File: config.mk
export PLATFORM = sky130hd
export DESIGN_NAME = wsl_top
export DESIGN_NICKNAME = d
export VERILOG_FILES = /design/src/wsl_pkg.sv /design/src/wsl_top.sv
export SDC_FILE = /design/constraint.sdc
export NUM_CORES = 1
export LEC_CHECK = 0
export BUFFER_PORTS_ARGS = -buffer_cell sky130_fd_sc_hd__buf_2
export CORE_UTILIZATION = 40
export DETAILED_ROUTE_END_ITERATION = 16
export PLACE_DENSITY_LB_ADDON = 0.15
export SLEW_MARGIN = 20
export SYNTH_ARGS = -nofsm -noshare
export SYNTH_HDL_FRONTEND = slang
export SYNTH_SLANG_ARGS = --single-unit
File: constraint.sdc
create_clock -name sys_clk -period 14.1 [get_ports sys_clk]
set_input_delay 0.705 -clock sys_clk [delete_from_list [all_inputs] [get_ports sys_clk]]
set_output_delay 0.705 -clock sys_clk [all_outputs]
set_load 0.03 [all_outputs]
File: src/wsl_pkg.sv
// holds constants, register map and carrier types of the write-once security latch
// assumes a 32-bit apb master and a 200 MHz sys_clk with synchronous srst
//
// What this block does
// latch keeps one 32-bit word of four bytes, compared against the key pattern
// lock output is 1 when 28 or more of 32 bits match the key
// sampled lock closes every test, programming and debug port
// sampled lock refuses every erase or change of the latch word
// lock is taken only at reset; later latch changes leave access as is
// host loads key, commits it to nonvolatile cells, then resets the part
// key write accepted only while no flash protection is set
// after key write full access stays until the next reset
// latch word can be read out through the swd port
// raised protection is cleared only by or after a full device erase; here por clears it as well
// block erase, program and verify run only when block security permits; here verify runs on a protected block too
// match count is bitwise equality then population count against threshold
`default_nettype none

package wsl_pkg;

	localparam int ADDR_W = 8;

	localparam logic [ADDR_W-1:0] OFF_KEY_STAGE = 8'h00;
	localparam logic [ADDR_W-1:0] OFF_CMD = 8'h04;
	localparam logic [ADDR_W-1:0] OFF_STATUS = 8'h08;
	localparam logic [ADDR_W-1:0] OFF_BLK_SEC = 8'h0C;
	localparam logic [ADDR_W-1:0] OFF_BLK_OP = 8'h10;
	localparam logic [ADDR_W-1:0] OFF_NV_WORD = 8'h14;

	localparam int CMD_COMMIT_BIT = 0;
	localparam int CMD_ERASE_ALL_BIT = 1;

	localparam int BLK_OP_IDX_LSB = 0;
	localparam int BLK_OP_CODE_LSB = 8;

	localparam logic [1:0] OP_ERASE = 2'h0;
	localparam logic [1:0] OP_PROGRAM = 2'h1;
	localparam logic [1:0] OP_VERIFY = 2'h2;

	localparam int KEY_W = 32;
	localparam logic [5:0] MATCH_THRESHOLD = 6'h1C;
	localparam logic [31:0] KEY_STAGE_RESET = 32'h0000_0000;

	typedef struct packed {
		logic op_granted;
		logic op_refused;
		logic key_refused;
		logic erased;
		logic prot_set;
		logic match_live;
		logic lock_sampled;
	} wsl_status_s;

	localparam int STATUS_W = 7;
	localparam int ST_OP_GRANTED_BIT = 6;
	localparam int ST_OP_REFUSED_BIT = 5;
	localparam int ST_KEY_REFUSED_BIT = 4;

	typedef struct packed {
		logic valid;
		logic [7:0] block;
		logic [1:0] code;
	} wsl_flash_op_s;

endpackage

`default_nettype wire

File: src/wsl_top.sv
// holds the security latch, its lock sampling, port gating and flash guard
// assumes apb and the swd readback request come from logic on sys_clk
//
// Implementation choices: the APB interface to the registers and the register addresses.
`default_nettype none

module wsl_top #(
	parameter int NUM_BLOCKS = 32,
	// arbitrary neutral key value; a real part sets its own
	parameter logic [31:0] LOCK_KEY = 32'hA5C3_1E96
) (
	input wire logic sys_clk,
	input wire logic srst,
	input wire logic por,
	input wire logic [31:0] nv_power_on_value,
	input wire logic psel,
	input wire logic penable,
	input wire logic pwrite,
	input wire logic [wsl_pkg::ADDR_W-1:0] paddr,
	input wire logic [31:0] pwdata,
	input wire logic [3:0] pstrb,
	output logic [31:0] prdata,
	output logic pready,
	output logic pslverr,
	input wire logic swd_rd_req,
	output logic [31:0] swd_rd_data,
	output logic swd_rd_valid,
	output logic debug_port_en,
	output logic test_port_en,
	output logic prog_port_en,
	output logic lock_active,
	output wsl_pkg::wsl_flash_op_s flash_op,
	output logic flash_erase_all
);

	////////////////////////////////////////////////////////////////////////////
	// storage

	logic [31:0] nv_word_q;
	logic [31:0] key_stage_q;
	logic lock_q;
	logic port_en_q;
	logic erased_q;
	logic [NUM_BLOCKS-1:0] blk_sec_q;
	logic key_refused_q;
	logic op_refused_q;
	logic op_granted_q;

	////////////////////////////////////////////////////////////////////////////
	// match detector

	logic [31:0] bit_eq;
	logic [5:0] match_count;
	logic match_live;

	// a few failed cells must not drop the lock, hence a threshold and not equality
	genvar gi;
	generate
		for (gi = 0; gi < wsl_pkg::KEY_W; gi++) begin : g_eq
			assign bit_eq[gi] = ~(nv_word_q[gi] ^ LOCK_KEY[gi]);
		end
	endgenerate

	always_comb begin
		match_count = 6'h00;
		for (int i = 0; i < wsl_pkg::KEY_W; i++) begin
			match_count = match_count + {5'h00, bit_eq[i]};
		end
	end

	assign match_live = (match_count >= wsl_pkg::MATCH_THRESHOLD);

	////////////////////////////////////////////////////////////////////////////
	// apb decode

	logic access;
	logic wr_en;
	logic rd_setup;
	logic hit_key;
	logic hit_cmd;
	logic hit_status;
	logic hit_blk_sec;
	logic hit_blk_op;
	logic hit_nv;
	logic mapped;
	logic prot_set;
	logic [31:0] wdata_m;

	assign access = psel & penable;
	assign wr_en = access & pwrite;
	assign rd_setup = psel & ~penable & ~pwrite;
	assign hit_key = (paddr == wsl_pkg::OFF_KEY_STAGE);
	assign hit_cmd = (paddr == wsl_pkg::OFF_CMD);
	assign hit_status = (paddr == wsl_pkg::OFF_STATUS);
	assign hit_blk_sec = (paddr == wsl_pkg::OFF_BLK_SEC);
	assign hit_blk_op = (paddr == wsl_pkg::OFF_BLK_OP);
	assign hit_nv = (paddr == wsl_pkg::OFF_NV_WORD);
	assign mapped = hit_key | hit_cmd | hit_status | hit_blk_sec | hit_blk_op | hit_nv;
	assign prot_set = |blk_sec_q;

	genvar gb;
	generate
		for (gb = 0; gb < 4; gb++) begin : g_byte
			assign wdata_m[8*gb +: 8] = pstrb[gb] ? pwdata[8*gb +: 8] : 8'h00;
		end
	endgenerate

	assign pready = 1'b1;
	// locked part answers any write other than status clear with an error
	logic wr_refused;
	assign wr_refused = pwrite & lock_q & ~hit_status;
	assign pslverr = access & (~mapped | wr_refused);

	logic wr_ok;
	assign wr_ok = wr_en & ~lock_q;

	////////////////////////////////////////////////////////////////////////////
	// key staging and commit

	logic key_wr;
	logic commit_req;
	logic erase_req;
	logic key_block;

	assign key_wr = wr_ok & hit_key;
	assign commit_req = wr_ok & hit_cmd & pwdata[wsl_pkg::CMD_COMMIT_BIT];
	assign erase_req = wr_ok & hit_cmd & pwdata[wsl_pkg::CMD_ERASE_ALL_BIT];
	assign key_block = prot_set;

	// staging is volatile; only a commit reaches the nonvolatile word
	always_ff @(posedge sys_clk) begin
		if (srst) begin
			key_stage_q <= wsl_pkg::KEY_STAGE_RESET;
		end else if (key_wr && !key_block) begin
			for (int b = 0; b < 4; b++) begin
				if (pstrb[b]) begin
					key_stage_q[8*b +: 8] <= pwdata[8*b +: 8];
				end
			end
		end
	end

	// nonvolatile cells survive srst; only power-on or a commit loads them
	always_ff @(posedge sys_clk) begin
		if (por) begin
			nv_word_q <= nv_power_on_value;
		end else if (commit_req && !key_block && !lock_q) begin
			nv_word_q <= key_stage_q;
		end
	end

	////////////////////////////////////////////////////////////////////////////
	// lock sampled at reset only

	// the last por or srst edge before release decides the lock
	always_ff @(posedge sys_clk) begin
		if (srst || por) begin
			lock_q <= match_live;
			port_en_q <= ~match_live;
		end
	end

	// commits between resets never reach the gates: only the sampled flops do
	assign lock_active = lock_q;
	assign debug_port_en = port_en_q;
	assign test_port_en = port_en_q;
	assign prog_port_en = port_en_q;

	////////////////////////////////////////////////////////////////////////////
	// flash protection and full erase

	always_ff @(posedge sys_clk) begin
		if (srst) begin
			erased_q <= 1'b0;
		end else if (erase_req) begin
			erased_q <= 1'b1;
		end
	end

	always_ff @(posedge sys_clk) begin
		if (por) begin
			blk_sec_q <= '0;
		end else if (erase_req) begin
			blk_sec_q <= '0;
		end else if (wr_ok && hit_blk_sec) begin
			if (erased_q) begin
				blk_sec_q <= wdata_m[NUM_BLOCKS-1:0];
			end else begin
				blk_sec_q <= blk_sec_q | wdata_m[NUM_BLOCKS-1:0];
			end
		end
	end

	always_ff @(posedge sys_clk) begin
		if (srst) begin
			flash_erase_all <= 1'b0;
		end else begin
			flash_erase_all <= erase_req;
		end
	end

	////////////////////////////////////////////////////////////////////////////
	// block operations

	logic op_req;
	logic [7:0] op_idx;
	logic [1:0] op_code;
	logic idx_ok;
	logic blk_protected;
	logic op_permit;

	assign op_req = wr_ok & hit_blk_op;
	assign op_idx = pwdata[wsl_pkg::BLK_OP_IDX_LSB +: 8];
	assign op_code = pwdata[wsl_pkg::BLK_OP_CODE_LSB +: 2];
	assign idx_ok = ({24'h00_0000, op_idx} < 32'(NUM_BLOCKS));

	always_comb begin
		blk_protected = 1'b1;
		for (int k = 0; k < NUM_BLOCKS; k++) begin
			if (op_idx == 8'(k)) begin
				blk_protected = blk_sec_q[k];
			end
		end
	end

	// verify only reads, so a protected block still allows it
	always_comb begin
		case (op_code)
			wsl_pkg::OP_ERASE: op_permit = idx_ok & ~blk_protected;
			wsl_pkg::OP_PROGRAM: op_permit = idx_ok & ~blk_protected;
			wsl_pkg::OP_VERIFY: op_permit = idx_ok;
			default: op_permit = 1'b0;
		endcase
	end

	always_ff @(posedge sys_clk) begin
		if (srst) begin
			flash_op <= '0;
		end else begin
			flash_op.valid <= op_req & op_permit;
			if (op_req && op_permit) begin
				flash_op.block <= op_idx;
				flash_op.code <= op_code;
			end
		end
	end

	////////////////////////////////////////////////////////////////////////////
	// sticky status flags, set wins over write-one-to-clear

	logic st_clr;
	assign st_clr = wr_en & hit_status;

	always_ff @(posedge sys_clk) begin
		if (srst) begin
			key_refused_q <= 1'b0;
		end else if ((key_wr || commit_req) && key_block) begin
			key_refused_q <= 1'b1;
		end else if (st_clr && wdata_m[wsl_pkg::ST_KEY_REFUSED_BIT]) begin
			key_refused_q <= 1'b0;
		end
	end

	always_ff @(posedge sys_clk) begin
		if (srst) begin
			op_refused_q <= 1'b0;
		end else if (op_req && !op_permit) begin
			op_refused_q <= 1'b1;
		end else if (st_clr && wdata_m[wsl_pkg::ST_OP_REFUSED_BIT]) begin
			op_refused_q <= 1'b0;
		end
	end

	always_ff @(posedge sys_clk) begin
		if (srst) begin
			op_granted_q <= 1'b0;
		end else if (op_req && op_permit) begin
			op_granted_q <= 1'b1;
		end else if (st_clr && wdata_m[wsl_pkg::ST_OP_GRANTED_BIT]) begin
			op_granted_q <= 1'b0;
		end
	end

	////////////////////////////////////////////////////////////////////////////
	// read mux

	wsl_pkg::wsl_status_s status;
	logic [31:0] rd_mux;
	logic [31:0] prdata_q;

	always_comb begin
		status.op_granted = op_granted_q;
		status.op_refused = op_refused_q;
		status.key_refused = key_refused_q;
		status.erased = erased_q;
		status.prot_set = prot_set;
		status.match_live = match_live;
		status.lock_sampled = lock_q;
	end

	always_comb begin
		rd_mux = 32'h0000_0000;
		if (hit_status) begin
			rd_mux = {{(32 - wsl_pkg::STATUS_W){1'b0}}, status};
		end else if (!lock_q) begin
			if (hit_key) begin
				rd_mux = key_stage_q;
			end else if (hit_blk_sec) begin
				rd_mux[NUM_BLOCKS-1:0] = blk_sec_q;
			end else if (hit_nv) begin
				rd_mux = nv_word_q;
			end
		end
	end

	// read word is taken in the setup cycle, so the access phase sees a flop
	always_ff @(posedge sys_clk) begin
		if (srst) begin
			prdata_q <= 32'h0000_0000;
		end else if (rd_setup) begin
			prdata_q <= rd_mux;
		end else begin
			prdata_q <= 32'h0000_0000;
		end
	end

	assign prdata = prdata_q;

	////////////////////////////////////////////////////////////////////////////
	// swd readback, open even on a locked part

	always_ff @(posedge sys_clk) begin
		if (srst) begin
			swd_rd_valid <= 1'b0;
			swd_rd_data <= 32'h0000_0000;
		end else begin
			swd_rd_valid <= swd_rd_req;
			if (swd_rd_req) begin
				swd_rd_data <= nv_word_q;
			end
		end
	end

endmodule

`default_nettype wire

Word level (Yosys, flattened, before mapping)
Cells that the tools add are included.
- bits in registers: 179
- input port bits: 83
- output and inout bits: 83
- logic and storage cells: 220
- add/subtract/negate cells: 31
- magnitude comparators: 2
- equality and inequality tests: 38
- muxes and demuxes: 51
- bitwise operators: 47
- reduce and logical (&&, ||, !) cells: 31
- operator list (operator ; count):
    $mux 32 ; 6
    $add 6x1->6 ; 26
    $eq 8x5->1 const B ; 18
    $eq 8x4->1 const B ; 10
    $eq 8x3->1 const B ; 5
    $mux 1 ; 38
    $mux 8 ; 4
    $or 32x32->32 ; 1
    $reduce_or 32->1 ; 1
    $not 1->1 ; 24
    $and 1x1->1 ; 16
    $eq 8x2->1 const B ; 2
    $logic_not 8->1 ; 2
    $mux 7 ; 2
    $logic_and 1x1->1 ; 10
    $eq 8x1->1 const B ; 1
    $lt 8x6->1 const B ; 1
    $reduce_and 2->1 ; 4
    $reduce_bool 2->1 ; 4
    $add 5x1->6 ; 1
    $ge 6x5->1 const B ; 1
    $or 1x1->1 ; 6
    $reduce_or 2->1 ; 3
    $add 4x1->5 ; 1
    other kinds (10) ; 13

Logic depth before layout (Yosys ltp)
- depth after elaboration: 39
- gate-level depth with buffers: 19
- mapped depth without buffers: 19

Worst setup path before layout
OpenSTA, ideal clock, no wires.
- kind: register -> register
- from: reg nv_word_q[3]
- to: reg prdata_q[1], in the netlist prdata[1]
- setup time: 0.064 ns
- arrival time: 4.789 ns
- path slack: 9.247 ns
- stages on the path, launching flop included: 19
- path buffers: 0
- period minus slack after synthesis: 4.853 ns
- cell sequence: edfxtp_1 fa_1 inv_1 fa_1 fa_1 inv_1 fa_1 fa_1 fa_1 inv_1 ha_1 inv_1 fa_1 xnor2_1 o21ai_0 nand2_1 a32oi_1 o32a_1 nor2_1
- word-level cells in the longest chain between the ends: 32
- RTL lines (element ; RTL line ; text):
    start, declared ; wsl_top.sv:39 ; logic [31:0] nv_word_q;
    start signal, assigned ; wsl_top.sv:146 ; nv_word_q <= nv_power_on_value;
    start signal, assigned ; wsl_top.sv:148 ; nv_word_q <= key_stage_q;
    $not 1->1 ; wsl_top.sv:60 ; assign bit_eq[gi] = ~(nv_word_q[gi] ^ LOCK_KEY[gi]);
    $add 3x1->4 ; wsl_top.sv:67 ; match_count = match_count + {5'h00, bit_eq[i]};
    $add 4x1->5 ; wsl_top.sv:67 ;
    $add 5x1->6 ; wsl_top.sv:67 ;
    $add 6x1->6 (26 in series) ; wsl_top.sv:67 ;
    $ge 6x5->1 ; wsl_top.sv:71 ; assign match_live = (match_count >= wsl_pkg::MATCH_THRESHOLD);
    $mux 7 ; wsl_top.sv:303 ; if (hit_status) begin
    end signal, assigned ; wsl_top.sv:321 ; prdata_q <= rd_mux;
    end, declared ; wsl_top.sv:289 ; logic [31:0] prdata_q;
Every way passes these cells.
A chain may end at the register's enable or synchronous reset.

Worst setup path in the final report
- from: reg nv_word_q[10]
- to: reg prdata_q[1], in the netlist prdata[1]
- word-level cells in the longest chain between the ends: 24
- RTL lines (element ; RTL line):
    $add 6x1->6 (22 in series) ; wsl_top.sv:67
    $ge 6x5->1 ; wsl_top.sv:71
    $mux 7 ; wsl_top.sv:303
Every way passes these cells.

==> reports/results.ini <==
[run_status]
status=complete, no violations

[power]
share_comb_of_total_power_pct=29.4
vdd_drop_max_mv=0.134
p_per_area_mw_per_mm2=151
power_frac_seq_pct=38.4
p_leak_uw=0.00427
p_sw_share_pct=33.2
p_int_uw=978
power_switching_uw=486
clkPwrFrac_pct=32.2

[grt]
antenna_found_initial=0
grt-ovfl-total=0
grt_pass1_wl_um=37200
grt_pass1_vias=6432
grt_max_degree=52
grt_use_total_pct=24.3

[synthesis]
synth_cells=789
synth_area_mm2=0.00814
synth_top_area_cell=dfxtp_1
seq_area_frac_synth_pct=48.2
ys_types=57
synth_edf_count=34
yosys-top-cells-area=dfxtp_1, edfxtp_1, mux2i_1
async_flop_share_pct=0
synth_seq_cells=179
synth_nets=903
yosysWarnings=0
synth_area_per_cell_um2=10.3
yosys.area.top_type_share_pct=35.7
synth_flop_cell=dfxtp_1

[route]
viasPerCell=5.48
wirelength_um=24500
drt_iter0_markers=628
wl_met3_um=1370
wl_met2_um=11100
wl_met1_um=11400
detail-route-antenna-nets=0
wl_per_cell_um=20.4
drt_first_pass_iters=9
top_layer_used=met4
drc_errors=0
routed-via-count=6592

[placement]
pre_cts_ws_ns=8.86
post-dp-hpwl_um=17200
numPortBuffers=164
gp_congestion=0.860

[cells_and_area]
drive_above_1_share_pct=27.5
multiInputGateArea_mm2=0.00382
diodes=0
fin_nets=1038
regArea_mm2=0.00392
nFillCells=1885
area_delta_synth_final_pct=19.2
final_util_pct=49.2

[clocking]
clk_path_buf_depth=2
ctsResizeCount=0
hold_buffers=0
post_cts_buffers=0
clk-insertion-delay-late_ns=0.44
cts_sinks=179
cts_made_buffers=17
cts_htree_levels=4
tritoncts=yes
cts-root-buf=clkbuf_16
clk_pin_slew_ns=0.07

[sta]
finClkSkew_ns=0.0120
slew-limit-headroom_pct=25.7
max_freq_mhz=191
period_needed_ns=5.25
finalCritPeriodShare_pct=37.2
tightestPinTransition_ns=1.11
slew_violations=0
finalSetupViolations=0
hold_viol_final=0
rsz0062_at_grt=false
timing.final.ws_setup_ns=8.85
tns_ns=0

[die]
core-area_mm2=0.0197
start_util_pct=41.3
die_y_um=145
num_rows=51
dieArea_mm2=0.0209
io_pins=166
dieWidth_um=145

[worst_setup_path]
start_kind=flip-flop
crit_path_max_fanout=3
endpoint_kind=flip-flop
cp.required_ns=14.42
cp.arrival_ns=5.57
critPathKind=flip-flop to flip-flop

[worst_hold_path]
hp-class=flip-flop to flip-flop

[run]
maxCapViolCount=0

kinds of logic (layout without fill, tap and decap cells):
family	after synthesis	count (layout)	synth area share (%)
flops	179	179	48.2
other cells	1	1	0.0461
xor+xnor	2	2	0.215
fa+ha+maj	31	31	6.98
mux	102	102	13.4
simple gates	256	256	15.1
buf+inv	103	251	5.13
compound gates	115	115	10.9
critical path, cell delays in order, from the launching register on:
cell      delay [ns]
edfxtp_1        0.39
inv_1           0.08
fa_1            0.55
inv_1           0.06
fa_1            0.50
fa_1            0.50
inv_1           0.05
fa_1            0.44
fa_1            0.51
fa_1            0.41
inv_1           0.07
ha_1            0.16
inv_1           0.07
fa_1            0.42
xnor2_1         0.17
o21ai_0         0.16
nand2_1         0.07
a32oi_1         0.29
o32a_1          0.21
nor2_1          0.04
registers in the layout (all words and copies together), names as in the netlist, 11 cells and up:
signal / cells
swd_rd_data: 32
flash_op: 11
nv_word_q: 32
key_stage_q: 32
prdata: 32
blk_sec_q: 32
power by group through the flow:
stage / Combinational, µW / Sequential, µW / Clock, µW
after global placement: 410 / 573 / 0
after floorplan: 318 / 582 / 0
final: 431 / 562 / 471
after CTS: 434 / 562 / 478
after global routing: 499 / 564 / 503
after detailed placement: 432 / 573 / 0
synthesized netlist by cell type (3+ instances only):
cell type  count
nor4_1        13
dfxtp_1      145
a22oi_1       32
buf_1          8
nor2b_1        7
mux2_2        36
edfxtp_1      34
mux2i_1       64
o2111ai_1      3
a21o_1         3
o21ai_0        4
clkbuf_1      36
nand2_1       30
nand3_1       18
nor3_1         5
nand2_2        3
ha_1           7
inv_1         47
a21oi_1       23
nor2_1       136
buf_2          7
and3_1         6
buf_4          4
or4_1          3
fa_1          24
nor3b_1        3
nor3b_2        4
nand2b_1      16
a222oi_1      32
through the flow:
stage          std cells  total power (µW)  hold slack (ns)  instance area [µm²]
4_1_cts             1202              1470            0.471                 9700
5_1_grt             1202              1570            0.495                 9710
2_1_floorplan        789               900            0.437                 8140
6_report            1202              1460            0.469                 9710
3_5_place_dp        1170              1000            0.459                 9120
3_3_place_gp        1170               983            0.453                 9120
final timing paths:
path	from	to	slack (ns)	cells past startpoint
hold / removal	flash_op[1]	flash_op[1]	0.47	2
setup / recovery	nv_word_q[10]	prdata[1]	8.85	19
setup reg to reg	nv_word_q[10]	prdata[1]	8.85	19
hold reg to reg	flash_op[1]	flash_op[1]	0.47	2
placed cells by master (no fill, tap or decap), drive strengths merged, types with 3 or more instances in the layout:
cell / netlist / final
nand2: 33 / 33
o2111ai: 3 / 3
dfxtp: 145 / 145
mux2i: 64 / 64
nor3b: 7 / 7
a22oi: 32 / 32
nor4: 13 / 13
fa: 24 / 24
nor2: 136 / 136
edfxtp: 34 / 34
clkinvlp: 0 / 3
ha: 7 / 7
or4: 3 / 3
a21o: 3 / 3
o21ai: 5 / 5
nand3: 18 / 18
nand2b: 16 / 16
nor2b: 7 / 7
a222oi: 32 / 32
and3: 6 / 6
mux2: 36 / 36
inv: 47 / 55
nor3: 6 / 6
a21oi: 23 / 23
clkbuf: 36 / 18
buf: 20 / 172
final cells by class:
| type | instances | area share [%] |
|---|---|---|
| Clock buffer | 18 | 4.42 |
| Clock inverter | 14 | 1.48 |
| Inverter | 47 | 1.82 |
| Multi-Input combinational cell | 507 | 39.4 |
| Sequential cell | 179 | 40.4 |
| Tap cell | 265 | 3.42 |
| Timing Repair Buffer | 172 | 9.08 |
per-layer routing:
metal / vias up / track usage, %
met5: - / 0
met4: 0 / 8.86
met3: 35 / 4.34
met2: 247 / 37.9
met1: 3219 / 33.6
li1: 3091 / -
Note: power is estimated with default switching activity, not from simulation.
